==> src/verilog/srm_pkg.sv <==
// Shared constants, types and register map of the sample rate meter
package srm_pkg;

  // Main clock rate and measurement reference
  localparam int unsigned CLK_HZ          = 200000000;
  localparam int unsigned REF_HZ          = 24576000;
  localparam int unsigned WIN_FRAMES_DEF  = 64;

  // Accepted rate bands, in Hz
  localparam int unsigned F32_LO          = 31200;
  localparam int unsigned F32_HI          = 32800;
  localparam int unsigned F441_LO         = 43000;
  localparam int unsigned F441_HI         = 45200;
  localparam int unsigned F48_LO          = 46800;
  localparam int unsigned F48_HI          = 49200;

  // Timing figures and their cycle counts at CLK_HZ
  localparam int unsigned REF_LOSS_NS     = 1000;
  localparam int unsigned REF_LOSS_CYC    =
    (REF_LOSS_NS * (CLK_HZ / 1000000)) / 1000;
  localparam int unsigned CLKCHG_NS       = 1000;
  localparam int unsigned CLKCHG_CYC      =
    (CLKCHG_NS * (CLK_HZ / 1000000)) / 1000;
  localparam int unsigned CU_DELAY_BCK    = 17;
  localparam int unsigned BSTART_FRAMES   = 8;
  localparam int unsigned JUMP_TOL_CNT    = 1024;

  // Count carried in the result
  localparam int unsigned MEAS_CNT_W      = 16;

  // Rate codes, upper bit first
  typedef logic [1:0] srm_code_t;
  localparam srm_code_t CODE_LL           = 2'h0;
  localparam srm_code_t CODE_LH           = 2'h1;
  localparam srm_code_t CODE_HL           = 2'h2;
  localparam srm_code_t CODE_HH           = 2'h3;

  // Register byte offsets
  localparam logic [3:0] REG_STATUS       = 4'h0;
  localparam logic [3:0] REG_MASK         = 4'h4;
  localparam logic [3:0] REG_RESULT       = 4'h8;
  localparam logic [3:0] REG_CTRL         = 4'hc;

  // Status and mask layout
  localparam int unsigned EV_W            = 4;
  localparam int unsigned EV_DONE_BIT     = 0;
  localparam int unsigned EV_LOST_BIT     = 1;
  localparam int unsigned EV_UNLOCK_BIT   = 2;
  localparam int unsigned EV_BLOCK_BIT    = 3;
  localparam logic [3:0] MASK_RST         = 4'h0;

  // Control and result fields
  localparam int unsigned CTRL_EN_BIT     = 0;
  localparam logic       CTRL_EN_RST      = 1'b1;
  localparam int unsigned RES_CODE_LSB    = 0;
  localparam int unsigned RES_EVER_BIT    = 2;
  localparam int unsigned RES_ALIVE_BIT   = 3;
  localparam int unsigned RES_LOCK_BIT    = 4;
  localparam int unsigned RES_CNT_LSB     = 16;

  // Measurement sequencer states
  typedef enum logic [1:0] {ST_IDLE, ST_ALIGN, ST_COUNT} srm_state_e;

  // Synchronised receiver pins
  typedef struct packed {
    logic ref_clk;
    logic lock;
    logic frame;
    logic bitclk;
    logic cbit;
    logic ubit;
    logic preb;
    logic sel;
  } srm_pins_s;

  // Held measurement result
  typedef struct packed {
    srm_code_t               code;
    logic [MEAS_CNT_W-1:0]   count;
  } srm_meas_s;

endpackage

==> src/verilog/srm_rate_meter.sv <==
// Sample rate meter with status pins and an Avalon-MM register slave
`timescale 1ns/1ps

// Summary of operation
// - Abrupt jump between successive measurements is an error and reads unlocked.
// - Reference edges counted as timebase for the input rate.
// - No reference edges, so no measurement is started or finished.
// - Reference error shifts count and bands; no correction applied.
// - Rate code comes from measurement only, never channel-status rate bits.
// - Unlocked or out of all bands gives code high-low.
// - Reference never seen since reset holds code at low-low.
// - Reference stopped after running freezes the last code.
// - Reference returning restarts measurement and updates the code.
// - Measured count is kept until the next finished measurement or reset.
// - Bands: 31.2-32.8k high-high, 43-45.2k low-low, 46.8-49.2k low-high.
// - Reference optional; decode paths work without it.
// - Channel-status and user bits latched 17 bit clocks after frame edge.
// - Loop mode with receive error selects free-running oscillator.
// - No tracked-frequency hold once lock is lost.
// - Clock change flag is active high on system clock transitions.
module srm_rate_meter
  import srm_pkg::*;
#(
  parameter int unsigned WIN_FRAMES = WIN_FRAMES_DEF
)(
  // Clock, reset and enable
  input  wire logic        REF_CLK_I,
  input  wire logic        RST_B_I,
  input  wire logic        CLK_EN_I,
  // Receiver side inputs, asynchronous
  input  wire logic        REF_CLOCK_INPUT_I,
  input  wire logic        PLL_LOCK_I,
  input  wire logic        FRAME_CLK_I,
  input  wire logic        BIT_CLK_I,
  input  wire logic        CS_BIT_I,
  input  wire logic        USER_BIT_I,
  input  wire logic        PREAMBLE_B_I,
  input  wire logic        CLOCK_SOURCE_SELECT_I,
  // Status pins
  output logic [1:0]       RATE_CODE_OUT_O,
  output logic             CLOCK_CHANGE_FLAG_O,
  output logic             BLOCK_START_PULSE_O,
  output logic             CS_OUT_O,
  output logic             USER_OUT_O,
  output logic             FREE_RUN_O,
  output logic             IRQ_O,
  // Avalon-MM slave
  input  wire logic [3:0]  AVS_ADDRESS_I,
  input  wire logic        AVS_READ_I,
  input  wire logic        AVS_WRITE_I,
  input  wire logic [31:0] AVS_WRITEDATA_I,
  output logic [31:0]      AVS_READDATA_O,
  output logic             AVS_WAITREQUEST_O
);

  // Band limits as reference counts over one window
  localparam longint unsigned MNUM = longint'(REF_HZ) * WIN_FRAMES;
  localparam logic [MEAS_CNT_W-1:0] C32_MIN  = MEAS_CNT_W'(MNUM / F32_HI);
  localparam logic [MEAS_CNT_W-1:0] C32_MAX  = MEAS_CNT_W'(MNUM / F32_LO);
  localparam logic [MEAS_CNT_W-1:0] C441_MIN = MEAS_CNT_W'(MNUM / F441_HI);
  localparam logic [MEAS_CNT_W-1:0] C441_MAX = MEAS_CNT_W'(MNUM / F441_LO);
  localparam logic [MEAS_CNT_W-1:0] C48_MIN  = MEAS_CNT_W'(MNUM / F48_HI);
  localparam logic [MEAS_CNT_W-1:0] C48_MAX  = MEAS_CNT_W'(MNUM / F48_LO);
  localparam logic [MEAS_CNT_W-1:0] JTOL     = MEAS_CNT_W'(JUMP_TOL_CNT);
  localparam logic [MEAS_CNT_W-1:0] CNT_SAT  = '1;
  localparam logic [7:0]  WIN_LAST  = 8'(WIN_FRAMES - 1);
  localparam logic [7:0]  LOSS_LOAD = 8'(REF_LOSS_CYC);
  localparam logic [7:0]  CHG_LOAD  = 8'(CLKCHG_CYC);
  localparam logic [4:0]  CU_LAST   = 5'(CU_DELAY_BCK - 1);
  localparam logic [3:0]  BS_LOAD   = 4'(BSTART_FRAMES);

  // Refuse windows the counters cannot hold
  if (WIN_FRAMES < 2 || WIN_FRAMES > 83)
    $error("WIN_FRAMES must lie between 2 and 83");

  // Band decode of one finished count
  function automatic srm_code_t classify(input logic [MEAS_CNT_W-1:0] c);
    srm_code_t r;
    r = CODE_HL;
    if (c >= C32_MIN && c <= C32_MAX)
      r = CODE_HH;
    else if (c >= C441_MIN && c <= C441_MAX)
      r = CODE_LL;
    else if (c >= C48_MIN && c <= C48_MAX)
      r = CODE_LH;
    return r;
  endfunction

  srm_pins_s             pins_in;
  srm_pins_s             sync1_q;
  srm_pins_s             sync2_q;
  srm_pins_s             prev_q;
  srm_state_e            st_q;
  srm_state_e            st_d;
  srm_meas_s             res_q;
  logic [7:0]            loss_cnt_q;
  logic                  ever_q;
  logic [7:0]            frm_cnt_q;
  logic [MEAS_CNT_W-1:0] ref_cnt_q;
  logic [MEAS_CNT_W-1:0] prev_cnt_q;
  logic                  prev_vld_q;
  logic                  jump_q;
  srm_code_t             code_d;
  logic [4:0]            bck_cnt_q;
  logic                  cu_arm_q;
  logic                  cs_q;
  logic                  us_q;
  logic [3:0]            blk_cnt_q;
  logic                  blk_q;
  logic [7:0]            chg_cnt_q;
  logic                  chg_q;
  logic                  free_q;
  logic [EV_W-1:0]       status_q;
  logic [EV_W-1:0]       mask_q;
  logic                  meas_en_q;
  logic                  ack_q;
  logic [31:0]           rdata_q;

  // Pins gathered so one synchroniser serves them all
  assign pins_in = '{ref_clk: REF_CLOCK_INPUT_I, lock: PLL_LOCK_I,
                     frame: FRAME_CLK_I, bitclk: BIT_CLK_I,
                     cbit: CS_BIT_I, ubit: USER_BIT_I,
                     preb: PREAMBLE_B_I, sel: CLOCK_SOURCE_SELECT_I};

  // Two-stage synchroniser, then one stage kept for edge finding
  always_ff @(posedge REF_CLK_I or negedge RST_B_I)
    if (!RST_B_I)
    begin
      sync1_q <= '0;
      sync2_q <= '0;
      prev_q  <= '0;
    end
    else if (CLK_EN_I)
    begin
      sync1_q <= pins_in;
      sync2_q <= sync1_q;
      prev_q  <= sync2_q;
    end

  // Edges of the synchronised pins
  wire ref_rise   = sync2_q.ref_clk & ~prev_q.ref_clk;
  wire frame_rise = sync2_q.frame & ~prev_q.frame;
  wire frame_edge = sync2_q.frame ^ prev_q.frame;
  wire bit_rise   = sync2_q.bitclk & ~prev_q.bitclk;
  wire preb_rise  = sync2_q.preb & ~prev_q.preb;
  wire sel_change = sync2_q.sel ^ prev_q.sel;
  wire lock_chg   = sync2_q.lock ^ prev_q.lock;
  wire lock_fall  = prev_q.lock & ~sync2_q.lock;

  // Reference presence: a grounded pin never reloads the watchdog
  wire ref_alive   = (loss_cnt_q != 8'h00);
  wire ref_lost_ev = (loss_cnt_q == 8'h01) & ~ref_rise;
  always_ff @(posedge REF_CLK_I or negedge RST_B_I)
    if (!RST_B_I)
    begin
      loss_cnt_q <= 8'h00;
      ever_q     <= 1'b0;
    end
    else if (CLK_EN_I)
    begin
      if (ref_rise)
        loss_cnt_q <= LOSS_LOAD;
      else if (ref_alive)
        loss_cnt_q <= loss_cnt_q - 8'h01;
      if (ref_rise)
        ever_q <= 1'b1;
    end

  // Sequencer runs only with reference, lock and software enable
  wire run_ok = ref_alive & sync2_q.lock & meas_en_q;
  wire done   = (st_q == ST_COUNT) & frame_rise & (frm_cnt_q == WIN_LAST);

  // Next state; windows follow back to back while conditions hold
  always_comb
  begin
    st_d = st_q;
    case (st_q)
      ST_IDLE:
        if (run_ok)
          st_d = ST_ALIGN;
      ST_ALIGN:
        if (!run_ok)
          st_d = ST_IDLE;
        else if (frame_rise)
          st_d = ST_COUNT;
      ST_COUNT:
        if (!run_ok)
          st_d = ST_IDLE;
      default:
        st_d = ST_IDLE;
    endcase
  end

  // Window counters; a partial window is thrown away, not reported
  always_ff @(posedge REF_CLK_I or negedge RST_B_I)
    if (!RST_B_I)
    begin
      st_q      <= ST_IDLE;
      frm_cnt_q <= 8'h00;
      ref_cnt_q <= '0;
    end
    else if (CLK_EN_I)
    begin
      st_q <= st_d;
      if (st_d != ST_COUNT || st_q != ST_COUNT || done)
      begin
        frm_cnt_q <= 8'h00;
        ref_cnt_q <= '0;
      end
      else
      begin
        if (frame_rise)
          frm_cnt_q <= frm_cnt_q + 8'h01;
        if (ref_rise && ref_cnt_q != CNT_SAT)
          ref_cnt_q <= ref_cnt_q + 1'b1;
      end
    end

  // Jump check against the previous window
  wire [MEAS_CNT_W-1:0] diff = (ref_cnt_q > prev_cnt_q) ?
                               (ref_cnt_q - prev_cnt_q) :
                               (prev_cnt_q - ref_cnt_q);
  wire big_jump = prev_vld_q & (diff > JTOL);
  wire lock_eff = sync2_q.lock & ~jump_q;

  // Code selection; reference loss holds, which outranks unlock
  assign code_d = (!ever_q || !ref_alive) ? res_q.code :
                  (!lock_eff)             ? CODE_HL :
                  (!done)                 ? res_q.code :
                  (big_jump)              ? CODE_HL :
                  classify(ref_cnt_q);

  // Result and jump history
  always_ff @(posedge REF_CLK_I or negedge RST_B_I)
    if (!RST_B_I)
    begin
      res_q      <= '{code: CODE_LL, count: '0};
      prev_cnt_q <= '0;
      prev_vld_q <= 1'b0;
      jump_q     <= 1'b0;
    end
    else if (CLK_EN_I)
    begin
      res_q.code <= code_d;
      if (!sync2_q.lock)
      begin
        prev_vld_q <= 1'b0;
        jump_q     <= 1'b0;
      end
      else if (done)
      begin
        res_q.count <= ref_cnt_q;
        prev_cnt_q  <= ref_cnt_q;
        prev_vld_q  <= 1'b1;
        jump_q      <= big_jump;
      end
    end

  // Channel-status and user bits taken at the chosen bit clock after edge
  wire cu_fire = cu_arm_q & bit_rise & ~frame_edge & (bck_cnt_q == CU_LAST);
  always_ff @(posedge REF_CLK_I or negedge RST_B_I)
    if (!RST_B_I)
    begin
      bck_cnt_q <= 5'h00;
      cu_arm_q  <= 1'b0;
      cs_q      <= 1'b0;
      us_q      <= 1'b0;
    end
    else if (CLK_EN_I)
    begin
      if (frame_edge)
      begin
        bck_cnt_q <= 5'h00;
        cu_arm_q  <= 1'b1;
      end
      else if (cu_fire)
      begin
        cu_arm_q <= 1'b0;
        cs_q     <= sync2_q.cbit;
        us_q     <= sync2_q.ubit;
      end
      else if (cu_arm_q && bit_rise)
        bck_cnt_q <= bck_cnt_q + 5'h01;
    end

  // Block start held for a fixed number of frames
  always_ff @(posedge REF_CLK_I or negedge RST_B_I)
    if (!RST_B_I)
    begin
      blk_cnt_q <= 4'h0;
      blk_q     <= 1'b0;
    end
    else if (CLK_EN_I)
    begin
      if (preb_rise)
        blk_cnt_q <= BS_LOAD;
      else if (frame_rise && blk_cnt_q != 4'h0)
        blk_cnt_q <= blk_cnt_q - 4'h1;
      blk_q <= preb_rise | (blk_cnt_q > 4'h1) |
               ((blk_cnt_q == 4'h1) & ~frame_rise);
    end

  // Clock change flag; in loop mode a lock change swaps the clock
  wire chg_load = sel_change | (~sync2_q.sel & lock_chg);
  always_ff @(posedge REF_CLK_I or negedge RST_B_I)
    if (!RST_B_I)
    begin
      chg_cnt_q <= 8'h00;
      chg_q     <= 1'b0;
      free_q    <= 1'b0;
    end
    else if (CLK_EN_I)
    begin
      if (chg_load)
        chg_cnt_q <= CHG_LOAD;
      else if (chg_cnt_q != 8'h00)
        chg_cnt_q <= chg_cnt_q - 8'h01;
      chg_q  <= chg_load | (chg_cnt_q > 8'h01);
      // Free-run chosen, never a held frequency
      free_q <= ~sync2_q.sel & ~sync2_q.lock;
    end

  // Bus decode; one wait cycle on every access
  wire bus_req  = AVS_READ_I | AVS_WRITE_I;
  wire hit_stat = (AVS_ADDRESS_I == REG_STATUS);
  wire hit_mask = (AVS_ADDRESS_I == REG_MASK);
  wire hit_res  = (AVS_ADDRESS_I == REG_RESULT);
  wire hit_ctrl = (AVS_ADDRESS_I == REG_CTRL);
  wire wr_fire  = AVS_WRITE_I & ack_q;
  wire rd_clr   = AVS_READ_I & ack_q & hit_stat;
  wire [31:0] res_word = {res_q.count, 11'h000, lock_eff, ref_alive,
                          ever_q, res_q.code};
  wire [31:0] rd_word  = hit_stat ? {28'h0000000, status_q} :
                         hit_mask ? {28'h0000000, mask_q} :
                         hit_res  ? res_word :
                         hit_ctrl ? {31'h00000000, meas_en_q} :
                         32'h00000000;

  // Events; a set in the clearing cycle survives
  wire [EV_W-1:0] ev = {preb_rise, lock_fall | (done & big_jump),
                        ref_alive & ref_lost_ev, done};
  wire [EV_W-1:0] status_d = (status_q & ~(rd_clr ? rdata_q[EV_W-1:0]
                                                  : {EV_W{1'b0}})) | ev;

  // Register file; only bits captured in read data are cleared
  always_ff @(posedge REF_CLK_I or negedge RST_B_I)
    if (!RST_B_I)
    begin
      ack_q     <= 1'b0;
      rdata_q   <= 32'h00000000;
      status_q  <= '0;
      mask_q    <= MASK_RST;
      meas_en_q <= CTRL_EN_RST;
    end
    else if (CLK_EN_I)
    begin
      ack_q    <= bus_req & ~ack_q;
      status_q <= status_d;
      if (AVS_READ_I && !ack_q)
        rdata_q <= rd_word;
      if (wr_fire && hit_mask)
        mask_q <= AVS_WRITEDATA_I[EV_W-1:0];
      if (wr_fire && hit_ctrl)
        meas_en_q <= AVS_WRITEDATA_I[CTRL_EN_BIT];
    end

  // Outputs
  assign RATE_CODE_OUT_O     = res_q.code;
  assign CLOCK_CHANGE_FLAG_O = chg_q;
  assign BLOCK_START_PULSE_O = blk_q;
  assign CS_OUT_O            = cs_q;
  assign USER_OUT_O          = us_q;
  assign FREE_RUN_O          = free_q;
  assign IRQ_O               = |(status_q & mask_q);
  assign AVS_READDATA_O      = rdata_q;
  assign AVS_WAITREQUEST_O   = bus_req & ~ack_q;
endmodule

==> config.mk <==
export PLATFORM = sky130hd
export DESIGN_NAME = srm_rate_meter
export DESIGN_NICKNAME = d
export VERILOG_FILES = /design/src/verilog/srm_pkg.sv /design/src/verilog/srm_rate_meter.sv
export SDC_FILE = /design/constraint.sdc
export NUM_CORES = 1
export LEC_CHECK = 0
export ABC_AREA = 0
export BUFFER_PORTS_ARGS = -buffer_cell sky130_fd_sc_hd__buf_2
export CORE_MARGIN = 4
export CORE_UTILIZATION = 60
export CTS_CLUSTER_DIAMETER = 150
export CTS_CLUSTER_SIZE = 20
export DETAILED_ROUTE_END_ITERATION = 16
export HOLD_SLACK_MARGIN = 0.02
export PLACE_DENSITY = 0.91
export SLEW_MARGIN = 30
export SYNTH_ARGS = -nofsm -noshare
export SYNTH_HDL_FRONTEND = slang
export SYNTH_SLANG_ARGS = --single-unit
==> constraint.sdc <==
create_clock -name REF_CLK_I -period 3.35 [get_ports REF_CLK_I]
set_input_delay 0.67 -clock REF_CLK_I [delete_from_list [all_inputs] [get_ports REF_CLK_I]]
set_output_delay 0.67 -clock REF_CLK_I [all_outputs]
set_load 0.005 [all_outputs]
==> flow_summary.json, run 1 <==
{
  "async_reset_ff_share_pct": 100,
  "cts_hold_buf": 0,
  "slew_headroom_pct": 40.3,
  "synth_cell_types": 74,
  "path_class": "flop to flop",
  "fin_util_pct": 70.1,
  "vias": 6976,
  "grt_pass1_vias": 7000,
  "drv_cap": 0,
  "globalRouteOverflowTotal": 0,
  "synth.area.mux_share_pct": 5.05,
  "yosysWarnings": 0,
  "yosys.cell_count.top_type": "dfrtp_1",
  "avgViaCountPerCell": 6.14,
  "wl_um": 20000,
  "tritoncts": "built",
  "hp-class": "primary input to async pin",
  "drc": 0,
  "path_max_fanout": 12,
  "ant_nets": 0,
  "clkLatencyLatePin_ns": 0.42,
  "synth_seq_cells": 131,
  "io_pins": 90,
  "synth-simple-area-share_pct": 18.7,
  "yosysTopAreaCellShare_pct": 40.3,
  "synth_edf_count": 0,
  "die_w_um": 124,
  "setup_viol": 0,
  "port_buffers": 50,
  "synth_top_flop_cell": "dfrtp_1",
  "path_clk_slew_ns": 0.06,
  "irDropWorstVdd_mv": 0.504,
  "wl_per_cell_um": 17.6,
  "layout_min_cycle_time_ns": 3.26,
  "syn_area_per_cell_um2": 9.13,
  "die_h_um": 124,
  "synthAdderAreaFrac_pct": 7.62,
  "drt_iter0_drc": 659,
  "status": "completed",
  "cp.required_ns": 3.69,
  "antenna-diode-count": 0,
  "post-place-ws_ns": 0.113,
  "cts_root_buffer": "clkbuf_16",
  "power_leakage_nw": 4.26,
  "die_area_um2": 15400,
  "synth_compound_area_share_pct": 18.2,
  "drive_gt1_share_pct": 17.6,
  "finalCritPeriodShare_pct": 97.4,
  "worstPathArrival_ns": 3.61,
  "synth_top_family_by_area": "simple AND/OR/NAND/NOR gates",
  "powerDensity_nw_per_um2": 490,
  "core-area_um2": 13200,
  "htree_levels": 4,
  "core.rowCount": 42,
  "cts_made_buffers": 17,
  "place_hpwl_um": 13800,
  "hold_viol": 0,
  "place_congestion": 0.882,
  "clock_sinks": 131,
  "syn_inst": 884,
  "synth_xor_area_share_pct": 4.01,
  "initial_core_util_pct": 61.2,
  "area_growth_pct": 14.6,
  "antenna_found_initial": 0,
  "worstSetupStartpointType": "flop",
  "tightest_slew_ns": 0.895,
  "worst_slack_ns": 0.0860,
  "grt_pass1_wl_um": 33500,
  "max_freq_mhz": 306,
  "yosysSeqAreaShare_pct": 40.6,
  "ys_top_cells_by_area": "dfrtp_1, ha_1, nand2_1",
  "skew_ns": 0.00643,
  "clk_path_buf_depth": 2,
  "yosys.area.top_type": "dfrtp_1",
  "grt_usage_pct": 27.4,
  "syn-cell-area_um2": 8070,
  "fillCellCount": 908,
  "drv_slew": 0,
  "grt_max_degree": 92,
  "synth_common_cells": "dfrtp_1, nand2_1, nor2_1",
  "final_nets": 1045,
  "first_pass_iters": 7,
  "cp-end-kind": "flop"
}
==> routing by layer <==
metal / vias to the layer above / wire length (µm) / track usage [%]
li1: 3259 / - / -
met1: 3391 / 8100 / 33.7
met2: 269 / 10200 / 47.1
met3: 57 / 1000 / 5.00
met4: 0 / 688 / 12.3
met5: - / 0 / 0
==> cells in the final DEF, fill, tap and decap left out, types with 8 or more instances in the layout <==
| cell | n |
|---|---|
| nor4_1 | 8 |
| nand3_1 | 26 |
| nor2_1 | 69 |
| a22oi_1 | 8 |
| and3_1 | 10 |
| buf_4 | 30 |
| xnor2_1 | 23 |
| o21ai_0 | 65 |
| nor2b_1 | 9 |
| ha_1 | 42 |
| dfrtp_1 | 128 |
| inv_1 | 57 |
| nand2_1 | 92 |
| or3_1 | 9 |
| o31ai_1 | 8 |
| a22o_1 | 21 |
| conb_1 | 11 |
| clkbuf_16 | 17 |
| buf_2 | 49 |
| nor3_1 | 17 |
| nand2b_1 | 14 |
| a21oi_1 | 51 |
| mux2_2 | 30 |
| nand4_1 | 15 |
| xor2_1 | 14 |
==> critical path, cell delays in order, from the launching register on <==
cell and delay, ns:
dfrtp_1 0.42, inv_1 0.15, ha_2 0.51, nand2_4 0.10, or4_4 0.55, a2bb2oi_2 0.16, a21boi_4 0.17, nor3b_1 0.18
o41ai_2 0.34, nor2_1 0.09, a21oi_2 0.29, a32o_1 0.23
==> kinds of logic (layout without fill, tap and decap cells) <==
| kind of cell | after synthesis | in the layout |
|---|---|---|
| flip-flops | 131 | 131 |
| adder cells (fa/ha/maj) | 48 | 48 |
| buffers and inverters | 104 | 171 |
| other | 1 | 11 |
| AND/OR/NAND/NOR | 303 | 303 |
| AO/OA/AOI/OAI | 223 | 223 |
| multiplexers | 37 | 37 |
| XOR/XNOR | 37 | 37 |
==> metrics by stage <==
step / TNS [ns] / instance area [µm²] / instances / total power, mW / hold WS, ns
2_1_floorplan: 0 / 8110 / 894 / 2.37 / 0.374
3_3_place_gp: 0 / 8570 / 1104 / 2.54 / 0.464
3_5_place_dp: 0 / 8570 / 1104 / 2.60 / 0.465
4_1_cts: 0 / 9190 / 1136 / 4.55 / 0.355
5_1_grt: -0.00842 / 9250 / 1137 / 4.74 / 0.378
6_report: 0 / 9250 / 1137 / 4.54 / 0.311
==> sequential cells by signal, summed over array words and instances (netlist names), 2 cells and up <==
register	flops
AVS_READDATA_O	21
RATE_CODE_OUT_O	2
bck_cnt_q	5
blk_cnt_q	4
chg_cnt_q	8
frm_cnt_q	8
loss_cnt_q	8
mask_q	4
prev_cnt_q	16
prev_q	6
ref_cnt_q	16
st_q	2
status_q	4
sync1_q	8
sync2_q	8
==> cell type report <==
type / instances / area, µm² / area share (%)
well taps: 176 / 220 / 2.38
inverters: 59 / 221 / 2.39
multi-input cells: 659 / 4420 / 47.8
flip-flops and latches: 131 / 3280 / 35.5
repair buffers: 80 / 482 / 5.21
clock buffers: 22 / 474 / 5.13
clock inverters: 10 / 146 / 1.58
==> timing repair <==
item	4_1_cts	5_1_grt
endpoints found under the hold margin	0	0
setup buffers	0	1
gates resized for setup	0	15
endpoints found under the setup margin	0	4
==> worst paths after layout <==
| kind | endpoint | slack, ns | start | depth (start not counted) |
|---|---|---|---|---|
| worst max-delay path | RATE_CODE_OUT_O[0] | 0.09 | ref_cnt_q[6] | 11 |
| worst min-delay path | prev_cnt_q[11] | 0.31 | RST_B_I | 1 |
| worst max register to register | RATE_CODE_OUT_O[0] | 0.09 | ref_cnt_q[6] | 11 |
| worst min register to register | CLOCK_CHANGE_FLAG_O | 0.48 | CLOCK_CHANGE_FLAG_O | 1 |
| max in group asynchronous | AVS_READDATA_O[18] | 2.26 | RST_B_I | 2 |
| min in group REF_CLK_I | CLOCK_CHANGE_FLAG_O | 0.48 | CLOCK_CHANGE_FLAG_O | 1 |
==> power by group <==
group          total [mW]  internal (mW)  switching (mW)  leakage (nW)
registers            1.94           1.76           0.178          1.69
clock network        1.93           1.24           0.695         0.302
logic               0.665          0.288           0.377          2.27
Note: power is estimated with default switching activity, not from simulation.
==> run 2: changes to the inputs <==
Settings changed: CORE_UTILIZATION 60 to 61, CTS_BUF_LIST set to sky130_fd_sc_hd__clkbuf_4 sky130_fd_sc_hd__clkbuf_8, PLACE_DENSITY 0.91 to 0.93.
Clock period 3.35 ns to 3.5 ns, I/O delays scaled along.
==> flow_summary.json, run 2 (synthesized netlist as in run 1, its figures left out) <==
{
  "cp-end-kind": "flop",
  "setup_viol": 0,
  "tightest_slew_ns": 0.840,
  "seq_power_share_pct": 50.1,
  "wl_per_cell_um": 16.9,
  "io_pins": 90,
  "final_nets": 1044,
  "p_switching_mw": 1.16,
  "cp.required_ns": 3.83,
  "worstSetupStartpointType": "flop",
  "layout_commonest_cell": "dfrtp_1",
  "status": "completed",
  "clk_path_buf_depth": 2,
  "die_area_um2": 15100,
  "die_h_um": 123,
  "path_class": "flop to flop",
  "drc": 0,
  "power.internal_mw": 2.52,
  "drv_cap": 0,
  "path_clk_slew_ns": 0.09,
  "worstPathArrival_ns": 3.63,
  "irDropWorstVdd_mv": 0.345,
  "antenna-diode-count": 0,
  "hold_viol": 0,
  "core-area_um2": 12800,
  "layout_min_cycle_time_ns": 3.30,
  "antenna_found_initial": 0,
  "first_pass_iters": 5,
  "place_hpwl_um": 13800,
  "setup-tns-final_ns": 0,
  "vias": 6878,
  "largest_reg_flops": 21,
  "htree_levels": 4,
  "clock_sinks": 131,
  "max_freq_mhz": 303,
  "skew_ns": 0.0139,
  "die_w_um": 123,
  "grt_max_degree": 85,
  "final_cell_mix": "dfrtp_1, nand2_1, nor2_1",
  "dp.cells": 1100,
  "pwr-share-comb_pct": 16.8,
  "grt_pass1_wl_um": 31300,
  "powerDensity_nw_per_um2": 412,
  "grt_usage_pct": 26.1,
  "initial_core_util_pct": 63.2,
  "area_growth_pct": 10.8,
  "grt_pass1_vias": 6646,
  "hp-class": "primary input to async pin",
  "drt_iter0_drc": 671,
  "globalRouteOverflowTotal": 0,
  "switching_share_pct": 31.5,
  "avgViaCountPerCell": 6.08,
  "drv_slew": 0,
  "fin_cells": 1132,
  "p_clk_share_pct": 33.2,
  "clkLatencyLatePin_ns": 0.46,
  "rsz0062_at_grt": "no",
  "slew_headroom_pct": 44.0,
  "finalCritPeriodShare_pct": 94.2,
  "ant_nets": 0,
  "cts_root_buffer": "clkbuf_8",
  "core.rowCount": 41,
  "tritoncts": "built",
  "wl_um": 19200,
  "port_buffers": 50,
  "power_leakage_nw": 4.12,
  "place_congestion": 0.926,
  "path_max_fanout": 14,
  "fin_util_pct": 70.1,
  "drive_gt1_share_pct": 16.6,
  "cts_made_buffers": 17
}
## run 2: cell count changes in the layout (fill, tap and decap cells not counted), sizes merged
cell / previous run / this run
clkbuf: 22 / 18
clkinvlp: 1 / 6
buf: 80 / 79
bufinv: 3 / 1
clkinv: 5 / 6
## run 2: repair_timing
item,CTS,global route
setup endpoints to repair,0,3
setup buffers,0,0
resized for setup,0,2
hold buffers,0,0
## run 2: worst paths after layout
path,from,end,slack [ns],depth (start not counted)
max in group asynchronous,RST_B_I,meas_en_q,2.43,2
worst min register to register,CLOCK_CHANGE_FLAG_O,CLOCK_CHANGE_FLAG_O,0.50,1
worst max register to register,ref_cnt_q[10],jump_q,0.20,10
min in group REF_CLK_I,AVS_WRITEDATA_I[0],meas_en_q,0.47,3
worst max-delay path,ref_cnt_q[10],jump_q,0.20,10
worst min-delay path,RST_B_I,bck_cnt_q[4],0.30,1
## run 2: layer usage
metal | wire, µm | track usage [%] | share of wire [%]
met1 | 7870 | 32.2 | 41
met2 | 9530 | 43.7 | 50
met3 | 1090 | 4.62 | 5.7
met4 | 690 | 14.5 | 3.6
met5 | 0 | 0 | 0
## run 2: critical path: stages (launching register included)
cell and delay [ns]:
dfrtp_1 0.50, inv_1 0.15, ha_1 0.57, a21oi_1 0.16, o21ai_0 0.31, and4b_1 0.23
or3_1 0.41, nor4_1 0.28, o21ai_1 0.12, a21oi_2 0.29, o21ai_0 0.15
## run 2: power by group through the flow
stage | Combinational (mW) | Clock, mW | Sequential (mW)
floorplan | 0.437 | 0 | 1.83
global placement | 0.564 | 0 | 1.86
detailed placement | 0.606 | 0 | 1.87
CTS | 0.619 | 1.24 | 1.84
global route | 0.691 | 1.30 | 1.87
finish | 0.619 | 1.22 | 1.85
## run 2: final cells by class
cell class / count / area, µm²
clock buffer: 18 / 241
clock inverter: 14 / 131
fill: 938 / 3820
inverter: 59 / 221
multi-input combinational: 659 / 4370
sequential: 131 / 3280
tap: 172 / 215
timing repair buffer: 79 / 487
## run 2: metrics by stage
step | cell area, µm² | hold WS [ns] | power (mW) | setup slack (ns)
final | 8950 | 0.304 | 3.69 | 0.202
after global routing | 8950 | 0.348 | 3.86 | 0.0116
after CTS | 8950 | 0.312 | 3.70 | 0.219
after detailed placement | 8570 | 0.480 | 2.47 | 0.252
after global placement | 8570 | 0.460 | 2.42 | 0.292
after floorplan | 8110 | 0.404 | 2.26 | 0.641
==> run 3: changes to the inputs <==
Settings changed: BUFFER_PORTS_ARGS -buffer_cell sky130_fd_sc_hd__buf_2 to -buffer_cell sky130_fd_sc_hd__buf_4.
Clock period 3.5 ns to 3.1 ns, I/O delays scaled along.
==> flow_summary.json, run 3 (synthesized netlist as in run 1, its figures left out) <==
{
  "final_nets": 1077,
  "path_max_fanout": 4,
  "clkLatencyLatePin_ns": 0.47,
  "cts_hold_buf": 0,
  "p_switching_mw": 1.26,
  "path_clk_slew_ns": 0.08,
  "setup-tns-final_ns": 0,
  "wl_per_cell_um": 18.3,
  "port_buffers": 50,
  "vias": 7288,
  "seq_power_share_pct": 48.7,
  "post-place-ws_ns": -0.0521,
  "grt_usage_pct": 27.9,
  "grt_pass1_vias": 7049,
  "layout_commonest_cell": "dfrtp_1",
  "powerDensity_nw_per_um2": 452,
  "drc": 0,
  "die_w_um": 123,
  "setup_viol": 0,
  "htree_levels": 4,
  "antenna-diode-count": 0,
  "die_h_um": 123,
  "pwr-share-comb_pct": 16.8,
  "globalRouteOverflowTotal": 0,
  "area_growth_pct": 17.9,
  "layout_min_cycle_time_ns": 3.05,
  "antenna_found_initial": 0,
  "drv_slew": 0,
  "cp.required_ns": 3.50,
  "hp-class": "primary input to async pin",
  "path_class": "flop to flop",
  "tritoncts": "built",
  "max_freq_mhz": 328,
  "cp-end-kind": "flop",
  "worstPathArrival_ns": 3.45,
  "dp.cells": 1126,
  "clock_sinks": 131,
  "largest_reg_flops": 21,
  "core.rowCount": 41,
  "p_clk_share_pct": 34.5,
  "final_cell_mix": "dfrtp_1, buf_4, nand2_1",
  "clk_path_buf_depth": 2,
  "worst_slack_ns": 0.0486,
  "place_hpwl_um": 14600,
  "fillCellCount": 805,
  "reg2regPathDepth": 13,
  "grt_pass1_wl_um": 33400,
  "first_pass_iters": 7,
  "slew_headroom_pct": 44.7,
  "initial_core_util_pct": 63.2,
  "drive_gt1_share_pct": 21.7,
  "finalCritPeriodShare_pct": 98.4,
  "grt_max_degree": 77,
  "skew_ns": 0.0151,
  "core-area_um2": 12800,
  "drv_cap": 0,
  "whs_ns": 0.180,
  "avgViaCountPerCell": 6.26,
  "tightest_slew_ns": 0.829,
  "status": "completed",
  "power_leakage_nw": 4.37,
  "drt_iter0_drc": 806,
  "irDropWorstVdd_mv": 0.421,
  "power.internal_mw": 3.04,
  "cts_made_buffers": 17,
  "place_congestion": 0.944,
  "switching_share_pct": 29.3,
  "ant_nets": 0,
  "cts_root_buffer": "clkbuf_8",
  "hold_viol": 0,
  "fin_cells": 1165,
  "worstSetupStartpointType": "flop",
  "die_area_um2": 15100,
  "io_pins": 90,
  "wl_um": 21400
}
run 3: cell count changes in the layout (fill, tap and decap cells not counted), moves of 3 or more:
cell | previous run | this run
buf_4 | 28 | 110
buf_2 | 49 | 0
ha_4 | 0 | 7
ha_1 | 45 | 39
clkinvlp_4 | 6 | 1
a21oi_1 | 53 | 50
a21oi_2 | 1 | 4
clkbuf_4 | 1 | 4
clkbuf_8 | 17 | 20
run 3: routing by layer:
layer	vias up	part of all wire [%]	track usage, %
li1	3315	-	-
met5	-	0	0
met3	95	7.2	5.58
met4	0	4.4	14.3
met2	410	50	46.7
met1	3468	38	34.4
run 3: metrics by stage:
stage	power, mW	util (%)	cell area, µm²
finish	4.30	74.5	9520
floorplan	2.56	-	8110
global route	4.50	74.5	9520
global placement	2.76	69.6	8890
detailed placement	2.82	69.6	8890
CTS	4.30	72.8	9300
run 3: cell type report:
cell class | instances | area, µm² | share of cell area [%]
multi-input cells | 659 | 4540 | 47.7
clock buffers | 24 | 305 | 3.21
inverters | 59 | 221 | 2.33
flip-flops and latches | 131 | 3280 | 34.5
well taps | 172 | 215 | 2.26
repair buffers | 112 | 857 | 9.01
clock inverters | 8 | 100 | 1.05
run 3: final timing paths:
path / startpoint / to / slack [ns]
max: prev_cnt_q[0] / RATE_CODE_OUT_O[0] / 0.05
min: RST_B_I / AVS_READDATA_O[18] / 0.18
max reg2reg: prev_cnt_q[0] / RATE_CODE_OUT_O[0] / 0.05
min reg2reg: AVS_READDATA_O[26] / AVS_READDATA_O[26] / 0.51
max in group asynchronous: RST_B_I / mask_q[2] / 2.22
min in group REF_CLK_I: AVS_WRITEDATA_I[1] / mask_q[1] / 0.38
run 3: timing repair:
action                                  in CTS  in global routing
endpoints found under the setup margin       4                  4
buffers inserted                             0                  7
resized for setup                            2                 31
pin swaps                                    1                 11
run 3: worst max-delay path: stages (launching register included):
cell	delay [ns]
dfrtp_1	0.41
buf_4	0.15
ha_4	0.16
fa_2	0.33
nand2b_4	0.16
buf_4	0.14
a211o_1	0.30
a21oi_2	0.23
nor3_1	0.10
and3_1	0.18
o41ai_2	0.30
nor2_1	0.08
a21oi_2	0.25
a32o_1	0.21
run 3: power by group through the flow:
stage          Sequential (mW)  Combinational [mW]  Clock (mW)
2_1_floorplan             2.06               0.493           0
3_3_place_gp              2.09               0.665           0
3_5_place_dp              2.11               0.709           0
4_1_cts                   2.09               0.722        1.49
5_1_grt                   2.12               0.815        1.57
6_report                  2.09               0.723        1.48
